## src/rtl/chan_pkg.sv

```systemverilog
// Shared constants for the channel enable and spread clock block
package chan_pkg;
    // ****************************************
    // Sizes
    // ****************************************
    localparam int NUM_CH = 2;
    localparam int ADDR_W = 8;
    localparam int CNT_W = 8;
    // ****************************************
    // Register offsets
    // ****************************************
    localparam logic [7:0] CTRL_OFF = 8'h00;
    localparam logic [7:0] LEVEL_OFF = 8'h04;
    localparam logic [7:0] SWDIV_OFF = 8'h08;
    localparam logic [7:0] FM_OFF = 8'h0C;
    localparam logic [7:0] STATUS_OFF = 8'h10;
    // ****************************************
    // Fields and reset values
    // ****************************************
    localparam int CTRL_EN_LSB = 0;
    localparam int CTRL_SYNC_BIT = 4;
    localparam int LEVEL_W = 8;
    localparam int FM_DIV_LSB = 0;
    localparam int FM_DEPTH_LSB = 8;
    localparam int STAT_RUN_LSB = 0;
    localparam int STAT_BIAS_BIT = 2;
    localparam int STAT_EN_BIT = 3;
    localparam int STAT_SYNC_BIT = 4;
    localparam int STAT_REF_LSB = 8;
    localparam logic [4:0] CTRL_RST = 5'h00;
    localparam logic [15:0] LEVEL_RST = 16'h0000;
    localparam logic [3:0] SWDIV_RST = 4'h4;
    localparam logic [15:0] FM_RST = 16'h0000;
    localparam logic [7:0] LEVEL_OFF_MAX = 8'h08;
    localparam logic [1:0] RESP_OKAY = 2'h0;
    localparam logic [1:0] RESP_SLVERR = 2'h2;
    // ****************************************
    // Timing
    // ****************************************
    localparam int CLK_HZ = 40_000_000;
    localparam int MAIN_CLK_HZ = 1_000_000;
    localparam int OSC_PERIOD_CYC = CLK_HZ / MAIN_CLK_HZ;
endpackage : chan_pkg

```

## src/rtl/chan_ctrl.sv

```systemverilog
// Channel run gating, switching cycle, clock select and register slave
// How it works
// - Enable pin low: shutdown, supplies off, all config registers back to reset.
// - Channel runs only with pin high, bias ok, enable bit set, dimming high, level above eight.
// - Channel clock rising edge starts a cycle and turns the switch on.
// - Comparator trip ends the cycle and turns the switch off.
// - Bias ok sets above the high threshold, clears below the low one.
// - External sync select set: main clock toggles on each sync pin rising edge.
// - Spread spectrum moves the reference by an 8-bit counter, rate and depth programmed.
// - Without modulation the reference stays at its nominal level.
// - Modulation steps once every modulation-divider count of main clock toggles.
// - Any write to the modulation register restarts the counter from nominal.
`timescale 1ns/1ps
module chan_ctrl #(
    parameter int OSC_PERIOD = chan_pkg::OSC_PERIOD_CYC
) (
    input wire logic i_clk,
    input wire logic i_resetn,
    input wire logic i_ce,
    input wire logic i_enable_pin,
    input wire logic i_sync_pin,
    input wire logic [chan_pkg::NUM_CH-1:0] i_dimming_signal,
    input wire logic [chan_pkg::NUM_CH-1:0] i_current_trip,
    input wire logic i_bias_above_on,
    input wire logic i_bias_below_off,
    input wire logic [chan_pkg::ADDR_W-1:0] i_awaddr,
    input wire logic i_awvalid,
    output logic o_awready,
    input wire logic [31:0] i_wdata,
    input wire logic [3:0] i_wstrb,
    input wire logic i_wvalid,
    output logic o_wready,
    output logic [1:0] o_bresp,
    output logic o_bvalid,
    input wire logic i_bready,
    input wire logic [chan_pkg::ADDR_W-1:0] i_araddr,
    input wire logic i_arvalid,
    output logic o_arready,
    output logic [31:0] o_rdata,
    output logic [1:0] o_rresp,
    output logic o_rvalid,
    input wire logic i_rready,
    output logic [chan_pkg::NUM_CH-1:0] o_main_switch,
    output logic o_main_clock,
    output logic o_supplies_on,
    output logic [chan_pkg::CNT_W-1:0] o_osc_ref
);
    import chan_pkg::*;

    // ****************************************
    // State
    // ****************************************
    typedef struct packed {
        logic [4:0] ctrl;
        logic [15:0] level;
        logic [3:0] swdiv;
        logic [15:0] fm;
        logic aw_held;
        logic [ADDR_W-1:0] awaddr;
        logic w_held;
        logic [31:0] wdata;
        logic [3:0] wstrb;
        logic awready;
        logic wready;
        logic bvalid;
        logic [1:0] bresp;
        logic arready;
        logic rvalid;
        logic [31:0] rdata;
        logic [1:0] rresp;
        logic bias_ok;
        logic [9:0] osc_cnt;
        logic [3:0] div_cnt;
        logic main_clk;
        logic sync_d;
        logic [NUM_CH-1:0] sw;
        logic supplies;
    } state_t;

    localparam state_t ST_RST = '{
        ctrl: CTRL_RST,
        level: LEVEL_RST,
        swdiv: SWDIV_RST,
        fm: FM_RST,
        default: '0
    };

    state_t s_r;
    state_t s_nxt;

    // ****************************************
    // Reset release and pin synchronisers
    // ****************************************
    logic rstn_s;
    logic [7:0] pins_s;
    logic en_s;
    logic sync_s;
    logic bias_hi_s;
    logic bias_lo_s;
    logic [NUM_CH-1:0] dim_s;
    logic [NUM_CH-1:0] trip_s;

    pin_sync #(.W(1)) u_rst_sync (
        .i_clk(i_clk),
        .i_rstn(i_resetn),
        .i_ce(i_ce),
        .i_d(1'b1),
        .o_q(rstn_s)
    );

    // Every pin but reset crosses in as one group so the sampled levels line up
    pin_sync #(.W(8)) u_pin_sync (
        .i_clk(i_clk),
        .i_rstn(rstn_s),
        .i_ce(i_ce),
        .i_d({i_current_trip, i_dimming_signal, i_bias_below_off,
              i_bias_above_on, i_sync_pin, i_enable_pin}),
        .o_q(pins_s)
    );

    assign en_s = pins_s[0];
    assign sync_s = pins_s[1];
    assign bias_hi_s = pins_s[2];
    assign bias_lo_s = pins_s[3];
    assign dim_s = pins_s[5:4];
    assign trip_s = pins_s[7:6];

    // ****************************************
    // Channel run gating
    // ****************************************
    logic [NUM_CH-1:0] run_w;

    for (genvar g = 0; g < NUM_CH; g++) begin : g_run
        assign run_w[g] = en_s && s_r.bias_ok
            && s_r.ctrl[CTRL_EN_LSB + g] && dim_s[g]
            && (s_r.level[g*LEVEL_W +: LEVEL_W] > LEVEL_OFF_MAX);
    end

    // ****************************************
    // Spread spectrum counter
    // ****************************************
    logic fm_wr;
    logic main_tick;
    logic [CNT_W-1:0] ref_w;

    spread_mod u_spread (
        .i_clk(i_clk),
        .i_rstn(rstn_s),
        .i_ce(i_ce),
        .i_tick(main_tick),
        .i_restart(fm_wr || !en_s),
        .i_divider(s_r.fm[FM_DIV_LSB +: CNT_W]),
        .i_depth(s_r.fm[FM_DEPTH_LSB +: CNT_W]),
        .o_ref(ref_w)
    );

    // ****************************************
    // Helpers
    // ****************************************
    function automatic logic [31:0] merge(input logic [31:0] old, input logic [31:0] nw,
                                          input logic [3:0] strb);
        logic [31:0] r;
        r = old;
        for (int b = 0; b < 4; b++) begin
            if (strb[b]) begin
                r[b*8 +: 8] = nw[b*8 +: 8];
            end
        end
        return r;
    endfunction : merge

    function automatic logic known(input logic [ADDR_W-1:0] a);
        return a[7:2] == CTRL_OFF[7:2] || a[7:2] == LEVEL_OFF[7:2]
            || a[7:2] == SWDIV_OFF[7:2] || a[7:2] == FM_OFF[7:2]
            || a[7:2] == STATUS_OFF[7:2];
    endfunction : known

    // ****************************************
    // Next state
    // ****************************************
    logic ch_tick;
    logic sync_rise;
    logic ext_sel;
    logic [31:0] wr_val;
    logic [31:0] rd_val;
    logic [3:0] div_f;

    always_comb begin
        s_nxt = s_r;
        fm_wr = 1'b0;
        main_tick = 1'b0;
        ch_tick = 1'b0;
        wr_val = '0;
        rd_val = '0;
        ext_sel = s_r.ctrl[CTRL_SYNC_BIT];
        sync_rise = sync_s && !s_r.sync_d;
        div_f = (s_r.swdiv == '0) ? 4'h1 : s_r.swdiv;

        // Write path: address and data may arrive in either order
        if (i_awvalid && s_r.awready) begin
            s_nxt.aw_held = 1'b1;
            s_nxt.awaddr = i_awaddr;
        end
        if (i_wvalid && s_r.wready) begin
            s_nxt.w_held = 1'b1;
            s_nxt.wdata = i_wdata;
            s_nxt.wstrb = i_wstrb;
        end
        if (i_bready && s_r.bvalid) begin
            s_nxt.bvalid = 1'b0;
        end
        if (s_nxt.aw_held && s_nxt.w_held) begin
            s_nxt.aw_held = 1'b0;
            s_nxt.w_held = 1'b0;
            s_nxt.bvalid = 1'b1;
            s_nxt.bresp = known(s_nxt.awaddr) ? RESP_OKAY : RESP_SLVERR;
            case (s_nxt.awaddr[7:2])
                CTRL_OFF[7:2]: begin
                    wr_val = merge({27'h0, s_r.ctrl}, s_nxt.wdata, s_nxt.wstrb);
                    s_nxt.ctrl = wr_val[4:0];
                end
                LEVEL_OFF[7:2]: begin
                    wr_val = merge({16'h0, s_r.level}, s_nxt.wdata, s_nxt.wstrb);
                    s_nxt.level = wr_val[15:0];
                end
                SWDIV_OFF[7:2]: begin
                    wr_val = merge({28'h0, s_r.swdiv}, s_nxt.wdata, s_nxt.wstrb);
                    s_nxt.swdiv = wr_val[3:0];
                end
                FM_OFF[7:2]: begin
                    wr_val = merge({16'h0, s_r.fm}, s_nxt.wdata, s_nxt.wstrb);
                    s_nxt.fm = wr_val[15:0];
                    fm_wr = 1'b1;
                end
                default: begin
                    wr_val = '0;
                end
            endcase
        end
        // Readies fall while a response waits, so one write at a time
        s_nxt.awready = !s_nxt.aw_held && !s_nxt.bvalid;
        s_nxt.wready = !s_nxt.w_held && !s_nxt.bvalid;

        // Read path
        case (i_araddr[7:2])
            CTRL_OFF[7:2]: rd_val = {27'h0, s_r.ctrl};
            LEVEL_OFF[7:2]: rd_val = {16'h0, s_r.level};
            SWDIV_OFF[7:2]: rd_val = {28'h0, s_r.swdiv};
            FM_OFF[7:2]: rd_val = {16'h0, s_r.fm};
            STATUS_OFF[7:2]: begin
                rd_val[STAT_RUN_LSB +: NUM_CH] = s_r.sw;
                rd_val[STAT_BIAS_BIT] = s_r.bias_ok;
                rd_val[STAT_EN_BIT] = en_s;
                rd_val[STAT_SYNC_BIT] = ext_sel;
                rd_val[STAT_REF_LSB +: CNT_W] = ref_w;
            end
            default: rd_val = '0;
        endcase
        if (i_arvalid && s_r.arready) begin
            s_nxt.rvalid = 1'b1;
            s_nxt.rdata = rd_val;
            s_nxt.rresp = known(i_araddr) ? RESP_OKAY : RESP_SLVERR;
        end else if (i_rready && s_r.rvalid) begin
            s_nxt.rvalid = 1'b0;
        end
        s_nxt.arready = !s_nxt.rvalid;

        // Bias comparator pair with fixed hysteresis
        if (bias_hi_s) begin
            s_nxt.bias_ok = 1'b1;
        end else if (bias_lo_s) begin
            s_nxt.bias_ok = 1'b0;
        end

        // Main clock: internal ramp stretched by the reference, or sync pin
        s_nxt.sync_d = sync_s;
        if (ext_sel) begin
            s_nxt.osc_cnt = '0;
            main_tick = sync_rise;
        end else if (s_r.osc_cnt >= 10'(OSC_PERIOD - 1) + {2'b00, ref_w}) begin
            s_nxt.osc_cnt = '0;
            main_tick = 1'b1;
        end else begin
            s_nxt.osc_cnt = s_r.osc_cnt + 10'h001;
        end
        if (main_tick) begin
            s_nxt.main_clk = !s_r.main_clk;
            if (s_r.div_cnt + 4'h1 >= div_f) begin
                s_nxt.div_cnt = '0;
                ch_tick = 1'b1;
            end else begin
                s_nxt.div_cnt = s_r.div_cnt + 4'h1;
            end
        end

        // Switching cycle; a new clock edge wins over a trip left from the last cycle
        for (int c = 0; c < NUM_CH; c++) begin
            s_nxt.sw[c] = run_w[c] && (ch_tick || (s_r.sw[c] && !trip_s[c]));
        end

        // Shutdown wipes configuration; bus keeps answering
        s_nxt.supplies = en_s;
        if (!en_s) begin
            s_nxt.ctrl = CTRL_RST;
            s_nxt.level = LEVEL_RST;
            s_nxt.swdiv = SWDIV_RST;
            s_nxt.fm = FM_RST;
        end
    end

    always_ff @(posedge i_clk or negedge rstn_s) begin
        if (!rstn_s) begin
            s_r <= ST_RST;
        end else if (i_ce) begin
            s_r <= s_nxt;
        end
    end

    // ****************************************
    // Outputs
    // ****************************************
    assign o_awready = s_r.awready;
    assign o_wready = s_r.wready;
    assign o_bresp = s_r.bresp;
    assign o_bvalid = s_r.bvalid;
    assign o_arready = s_r.arready;
    assign o_rdata = s_r.rdata;
    assign o_rresp = s_r.rresp;
    assign o_rvalid = s_r.rvalid;
    assign o_main_switch = s_r.sw;
    assign o_main_clock = s_r.main_clk;
    assign o_supplies_on = s_r.supplies;
    assign o_osc_ref = ref_w;
endmodule : chan_ctrl

```

## src/rtl/pin_sync.sv

```systemverilog
// Two flip-flop synchroniser for pins from outside the clock domain
`timescale 1ns/1ps
module pin_sync #(
    parameter int W = 1
) (
    input wire logic i_clk,
    input wire logic i_rstn,
    input wire logic i_ce,
    input wire logic [W-1:0] i_d,
    output logic [W-1:0] o_q
);
    typedef struct packed {
        logic [W-1:0] s1;
        logic [W-1:0] s2;
    } sync_t;

    sync_t s_r;
    sync_t s_nxt;

    always_comb begin
        s_nxt = s_r;
        s_nxt.s1 = i_d;
        s_nxt.s2 = s_r.s1;
    end

    always_ff @(posedge i_clk or negedge i_rstn) begin
        if (!i_rstn) begin
            s_r <= '0;
        end else if (i_ce) begin
            s_r <= s_nxt;
        end
    end

    assign o_q = s_r.s2;
endmodule : pin_sync

```

## src/rtl/spread_mod.sv

```systemverilog
// Triangular spread-spectrum counter for the oscillator reference
`timescale 1ns/1ps
module spread_mod (
    input wire logic i_clk,
    input wire logic i_rstn,
    input wire logic i_ce,
    input wire logic i_tick,
    input wire logic i_restart,
    input wire logic [chan_pkg::CNT_W-1:0] i_divider,
    input wire logic [chan_pkg::CNT_W-1:0] i_depth,
    output logic [chan_pkg::CNT_W-1:0] o_ref
);
    import chan_pkg::*;

    typedef struct packed {
        logic [CNT_W-1:0] pre;
        logic [CNT_W-1:0] cnt;
        logic down;
    } spread_t;

    spread_t s_r;
    spread_t s_nxt;
    logic step;

    always_comb begin
        s_nxt = s_r;
        step = i_tick && (s_r.pre + 8'h01 >= i_divider);
        if (i_tick) begin
            s_nxt.pre = step ? '0 : s_r.pre + 8'h01;
        end
        if (step) begin
            if (!s_r.down) begin
                if (s_r.cnt >= i_depth) begin
                    s_nxt.down = 1'b1;
                    s_nxt.cnt = s_r.cnt - 8'h01;
                end else begin
                    s_nxt.cnt = s_r.cnt + 8'h01;
                end
            end else if (s_r.cnt == '0) begin
                s_nxt.down = 1'b0;
                s_nxt.cnt = 8'h01;
            end else begin
                s_nxt.cnt = s_r.cnt - 8'h01;
            end
        end
        // Zero depth pins the reference flat
        if (i_restart || i_depth == '0) begin
            s_nxt = '0;
        end
    end

    always_ff @(posedge i_clk or negedge i_rstn) begin
        if (!i_rstn) begin
            s_r <= '0;
        end else if (i_ce) begin
            s_r <= s_nxt;
        end
    end

    assign o_ref = s_r.cnt;
endmodule : spread_mod

```

## config.mk

```make
export PLATFORM = sky130hd
export DESIGN_NAME = chan_ctrl
export DESIGN_NICKNAME = d
export VERILOG_FILES = /design/src/rtl/chan_pkg.sv /design/src/rtl/chan_ctrl.sv /design/src/rtl/pin_sync.sv /design/src/rtl/spread_mod.sv
export SDC_FILE = /design/constraint.sdc
export NUM_CORES = 1
export LEC_CHECK = 0
export BUFFER_PORTS_ARGS = -buffer_cell sky130_fd_sc_hd__buf_2
export CAP_MARGIN = 0
export CORE_AREA = 2 2 121 123
export CTS_CLUSTER_SIZE = 24
export DETAILED_ROUTE_END_ITERATION = 8
export DIE_AREA = 0 0 123 125
export GPL_TIMING_DRIVEN = 0
export PLACE_DENSITY = 0.8
export SYNTH_ARGS = -nofsm -noshare
export SYNTH_HDL_FRONTEND = slang
export SYNTH_SLANG_ARGS = --single-unit
```

## constraint.sdc

```tcl
create_clock -name i_clk -period 6.2 [get_ports i_clk]
set_input_delay 1.24 -clock i_clk [delete_from_list [all_inputs] [get_ports i_clk]]
set_output_delay 1.24 -clock i_clk [all_outputs]
set_load 0.005 [all_outputs]
```

==> run metrics, run 1 <==
Synth Area in Simple Gates=between 10% and 20%; Final Critical Period=4.24 ns; setup violators final=0; initial DRC count=311; Seq cells post-synth=145; highest clock rate=approximately 0.24 GHz; VDD IR max=0.280 mV; IO buf count=79; Antenna Violating Nets Remaining=0; Final Cell Area=roughly 0.0094 mm^2; vias in the first global route=between 6k and 7k; max-slew violations=0; XOR/XNOR Fraction of Synth Area=1.96%; GRT Util Overall=26.7%; WL final=19400 um; Clock Tree Root=clkbuf_16; multi-input combinational cell area=0.00392 mm^2; first-pass GRT wire length=31600 um; Die Area=0.0154 mm^2; core area=0.0142 mm^2; mapped cell area=0.00805 mm^2; EDFF count, synth=0; DRT Pass-1 Iters=5; H-tree depth=4; Synth Area in Compound Gates=12.9%; nets=between 1k and 1.5k; CP max FO=10; final worst slack=roughly 2.0 ns; synth unique cells=62; post-synthesis mux area share=between 10 and 15%; worst slew pin tran=around 0.78 ns; max_slew headroom=47.8%; crit end category=flip-flop; CP required=between 6 and 7 ns; RePlAce Congestion=0.874; Die Y-Extent=around 130 um; Pleak=0.00451 uW; Fillers=1165; Area Overhead vs Synth=16.2%; Placed Area=0.00880 mm^2; Place WS=2.09 ns; Final TNS setup=0 ns; n_diodes=0; Final Hold Viols=0; setup repair after global routing missed its margin=no; largest family of logic cells by synthesized area=multiplexers; total gr overflow=0; Tcrit/Tclk final=68.3%; I/O pin count=121; Post-CTS Setup Inserts=0; Worst Hold Class=reg -> async; largest net degree at the start of global routing=62; Avg Inst Size Synth=9.93 um^2; Synth Warn #=0; vias after detailed routing=about 6.4k; Inst Count DP=1093; Synth Instances=~810; fin cells=1125; Pwr per Cell Area=around 390 mW/mm^2; fraction of registers with async set/reset=100%; Setup crit start kind=flip-flop; Adder-Cell Fraction of Synth Area=under 10%; status=complete, no violations; initial antenna violation count=0; CTS Buffer Depth=2; CTS sink cnt=145; Clk pin slew, worst setup/hold paths=0.06 ns; CP arrival=around 4.6 ns; drt drc=0; FP Rows=44; HPWL after detailed placement=14100 um; Setup Skew=0.0104 ns; flip-flop and latch area=0.00363 mm^2; Starting Density=about 57%; CP Class=reg -> reg; sequential element share of the synthesized area=45.1%; Power, Total=3670 uW; clock latency on the worst-skew pair=around 0.43 ns; Resized cells post-CTS=0; Chip Width=123 um; Via density=about 5.7; Top FF cell, synth=dfrtp_1; max-cap violation count=0; CTS tree=yes; share of cells above drive strength 1=26.2%; TritonCTS buffer count=17; hold_buf cts=0; drt wl/cell=17.2 um
power by group:
group	switching (uW)	internal, uW
Sequential	187	1180
Combinational	750	586
Clock	408	564
Total	1350	2330
synth_stat cells (all sizes together), types with 4 or more instances:
library cell | number | area share [%]
a211oi | 4 | 0.37
a21o | 8 | 0.75
a21oi | 52 | 3.6
a22o | 4 | 0.44
and3 | 6 | 0.47
buf | 55 | 4.8
clkbuf | 19 | 0.89
dfrtp | 144 | 45
ha | 34 | 5.3
inv | 31 | 1.4
mux2 | 75 | 10
mux2i | 28 | 3.5
nand2 | 124 | 5.9
nand2b | 7 | 0.54
nand3 | 28 | 1.7
nand4 | 6 | 0.47
nor2 | 37 | 1.7
nor2b | 4 | 0.31
nor3 | 7 | 0.50
nor4 | 6 | 0.47
o21ai | 53 | 3.3
o22ai | 6 | 0.47
o31ai | 11 | 1.1
or4 | 5 | 0.47
xnor2 | 12 | 1.3
xor2 | 6 | 0.65
stage by stage:
stage | util, % | hold WS [ns]
floorplan | - | 0.431
finish | 65.9 | 0.270
detailed placement | 62.0 | 0.283
global placement | 61.5 | 0.450
global route | 65.9 | 0.310
CTS | 65.9 | 0.285
cells by family after synthesis:
family,after synthesis
and+or+nand+nor,242
DFF,145
other,1
AOI/OAI and AO/OA,163
xor gates and xnor gates,18
muxes,103
adders and majority gates,34
buffers and inverters,105
cells in the final DEF (no fill, tap or decap), drive strengths merged, types with 3 or more instances in the layout:
cell | netlist | layout
nand4 | 6 | 6
a21oi | 52 | 52
nor4 | 6 | 6
clkinvlp | 0 | 3
clkbuf | 19 | 39
conb | 1 | 18
nor3 | 7 | 7
buf | 55 | 136
a21boi | 3 | 3
mux2 | 75 | 75
nand2 | 124 | 124
and3 | 6 | 6
xnor2 | 12 | 12
o22ai | 6 | 6
mux2i | 28 | 28
o21ai | 53 | 53
inv | 31 | 34
ha | 34 | 34
a22o | 4 | 4
a21o | 8 | 8
nor2 | 37 | 37
or2 | 3 | 3
nand2b | 7 | 7
dfrtp | 144 | 144
clkinv | 0 | 5
a31oi | 3 | 3
or4 | 5 | 5
o31ai | 11 | 11
nor2b | 4 | 4
a211oi | 4 | 4
o21a | 3 | 3
nand3 | 28 | 28
xor2 | 6 | 6
per-layer routing:
metal | vias to the layer above | track usage, % | part of all wire (%)
met2 | 231 | 40.7 | 46
met5 | - | 0 | 0
met4 | 0 | 12.3 | 3.4
li1 | 3029 | - | -
met3 | 50 | 6.20 | 6.0
met1 | 3091 | 36.1 | 45
worst paths after layout:
check / from / endpoint / slack (ns) / cells after the start
hold reg to reg: u_rst_sync.o_q / s_r[5] / 0.27 / 0
setup reg to reg: u_spread.o_ref[2] / u_spread.s_r[10] / 1.96 / 12
hold / removal: u_rst_sync.o_q / s_r[5] / 0.27 / 0
min in group i_clk: o_main_clock / o_main_clock / 0.47 / 1
setup / recovery: u_spread.o_ref[2] / u_spread.s_r[10] / 1.96 / 12
max in group asynchronous: u_rst_sync.o_q / s_r[125] / 5.28 / 1
layout make-up:
cell class                 instances  area share (%)
sequential                       145            38.8
buffer                            74            4.87
tap                              184            2.46
clock inverter                    12            1.19
clock buffer                      20            4.77
timing repair buffer              81            4.81
inverter                          31            1.24
multi-input combinational        578            41.8
critical path, cell delays in order (launching register included):
cell       delay [ns]
dfrtp_1          0.42
clkbuf_1         0.26
nor3_1           0.60
nor2_1           0.16
o21ai_0          0.26
xnor2_1          0.19
ha_1             0.30
a21o_1           0.19
a2111oi_2        0.66
a21oi_1          0.39
o21ai_1          0.52
nand2_1          0.10
o21ai_0          0.09
flip-flops by register name (all words and copies together) (netlist names):
name / flops
s_r: 82
o_rdata: 16
u_spread.s_r: 9
u_pin_sync.o_q: 8
u_pin_sync.s_nxt: 8
u_spread.o_ref: 8
o_main_switch: 2
ext_sel: 1
o_arready: 1
o_awready: 1
o_bresp: 1
o_bvalid: 1
o_main_clock: 1
o_rresp: 1
o_rvalid: 1
o_supplies_on: 1
o_wready: 1
u_rst_sync.o_q: 1
u_rst_sync.s_nxt: 1
No activity file was read; power rests on OpenSTA's default activity.
==> run 2, diff against run 1 <==
Settings changed: CORE_AREA 2 2 121 123 to 2 2 128 130, DIE_AREA 0 0 123 125 to 0 0 130 132, PLACE_DENSITY 0.8 to 0.76.
Clock period 6.2 ns to 3.7 ns, I/O delays scaled along.
==> run 2 against run 1 <==
Compared with the run above:
- via count is 1.5% lower
- worst hold slack lost 0.18 ns
- clock skew down 0.0011 ns
- total power rose by 71%
- die area up 12%
- first-iteration DRC count up 14%
- register-to-register slack got worse by 1.8 ns
- combinational power rose by 66%
- cell count increased by 3.2%
- maximum frequency up 21%
- critical endpoint is now u_spread.o_ref[3]
- largest power group unchanged
==> run metrics, run 2 (synthesis gave the netlist of run 1 again) <==
status=complete, no violations; crit path buf inv count=2; CP Class=reg -> reg; IO buf count=around 80; largest net degree at the start of global routing=60; Final Cell Area=about 0.0095 mm^2; WL final=19200 um; Area Overhead vs Synth=18.1%; max-cap violation count=0; Place WS=-0.337 ns; initial DRC count=~360; Fillers=1265; Die Y-Extent=132 um; CP arrival=roughly 3.8 ns; GRT Util Overall=between 20% and 30%; vias in the first global route=6182; setup violators final=0; nets=1032; Clock Tree Root=clkbuf_16; FP Rows=46; hold_buf cts=0; crit path cell chain=clkbuf_1, inv_1, nand2_1, a31oi_1, nand3b_1, ha_1, nand4b_1, nor2_1, a21oi_1, a21boi_4, nand2_1, or4_1, o21ai_0; final worst slack=~0.19 ns; highest clock rate=0.285 GHz; Clk pin slew, worst setup/hold paths=0.06 ns; Setup crit start kind=flip-flop; initial antenna violation count=2; Worst Hold Class=in -> async; commonest non-fill, non-tap cell in the layout=dfrtp_1; CP required=4.03 ns; share of cells above drive strength 1=27.0%; crit end category=flip-flop; CTS tree=yes; Top reg by flops=s_r; setup repair after global routing missed its margin=yes; max-slew violations=0; CTS Buffer Depth=2; CP max FO=10; top cell family by delay on the critical path=simple AND/OR/NAND/NOR gates; Via density=5.43; max reg flops=between 80 and 90; worst slew pin tran=roughly 0.76 ns; Setup Skew=slightly above 0.009 ns; VDD IR max=0.423 mV; drt drc=0; RePlAce Congestion=roughly 0.9; crit-path max cell delay=around 0.54 ns; total gr overflow=0; Starting Density=roughly half; Inst Count DP=1125; drt wl/cell=16.5 um; vias after detailed routing=6305; max_slew headroom=49.3%; fin cells=between 1k and 1.5k; CTS sink cnt=145; clock latency on the worst-skew pair=0.43 ns; slowest stage cell, crit path=or4_1; Pwr per Cell Area=around 660 mW/mm^2; DRT Pass-1 Iters=5; Pleak=0.00457 uW; HPWL after detailed placement=14200 um; H-tree depth=4; Final Hold Viols=0; Final Critical Period=between 3 and 4 ns; I/O pin count=121; Antenna Violating Nets Remaining=0; Tcrit/Tclk final=94.9%; first-pass GRT wire length=31300 um; core area=0.0157 mm^2; Chip Width=130 um; most frequent cells in the layout=142 x dfrtp_1, 122 x nand2_1, 80 x buf_2; TritonCTS buffer count=17; most frequent CP cell=nand2_1; Die Area=0.0172 mm^2; Placed Area=0.00884 mm^2
run 2: cell types whose count changed in the layout (fill, tap and decap cells not counted), moves of 2 or more:
cell	change
diode_2	+2
inv_6	+4
clkinvlp_4	-2
buf_4	+2
clkbuf_1	-2
run 2: final timing paths:
path	from	end	slack (ns)	depth (start not counted)
min	i_resetn	u_rst_sync.o_q	0.09	1
max	u_spread.o_ref[2]	u_spread.o_ref[3]	0.19	13
max reg2reg	u_spread.o_ref[2]	u_spread.o_ref[3]	0.19	13
max in group asynchronous	u_rst_sync.o_q	s_r[141]	2.45	2
min reg2reg	u_rst_sync.o_q	u_pin_sync.s_nxt[1]	0.29	0
min in group i_clk	u_rst_sync.s_nxt[0]	u_rst_sync.s_nxt[0]	0.46	1
run 2: metrics by stage:
stage	hold slack (ns)	setup TNS [ns]	util [%]	total power [uW]
after floorplan	0.431	0	-	3880
after global placement	0.447	-4.17	55.9	4370
after detailed placement	0.314	-3.45	56.3	4440
after CTS	0.0756	0	60.2	6240
after global routing	0.0747	-0.0591	60.5	6690
final	0.0873	0	60.5	6270
run 2: final cells by class:
class                           instances  area, um^2  area share (%)
Multi-Input combinational cell        578        3960            41.7
Sequential cell                       145        3630            38.2
Timing Repair Buffer                   83         465            4.89
Buffer                                 74         455            4.79
Clock buffer                           19         453            4.76
Tap cell                              216         270            2.84
Clock inverter                         13         148            1.55
Inverter                               31         116            1.22
Antenna cell                            2        5.00          0.0526
run 2: routing by layer:
metal	global-route usage [%]	wire [um]	part of all wire, %
met5	0	13	0.068
met4	7.35	311	1.6
met3	5.40	1070	5.6
met2	37.7	9250	48
met1	31.5	8520	44
run 2: where the power goes:
group | internal (uW) | switching (uW) | leakage, uW
clock | 1040 | 707 | 0.000296
sequential | 1980 | 320 | 0.00183
combinational | 1000 | 1220 | 0.00244
run 2: what timing repair did:
action	CTS	global route
setup buffers	0	2
pin swaps	0	2
gates resized for setup	4	4
endpoints found under the hold margin	0	0
endpoints found under the setup margin	21	15
run 2: worst register-to-register path, cell delays in order, from the launching register on:
cell and delay, ns:
dfrtp_1 0.40, clkbuf_1 0.43, inv_1 0.11, nand2_1 0.10, a31oi_1 0.14, nand3b_1 0.23
ha_1 0.36, nand4b_1 0.15, nor2_1 0.13, a21oi_1 0.19, a21boi_4 0.29, nand2_1 0.22
or4_1 0.54, o21ai_0 0.11
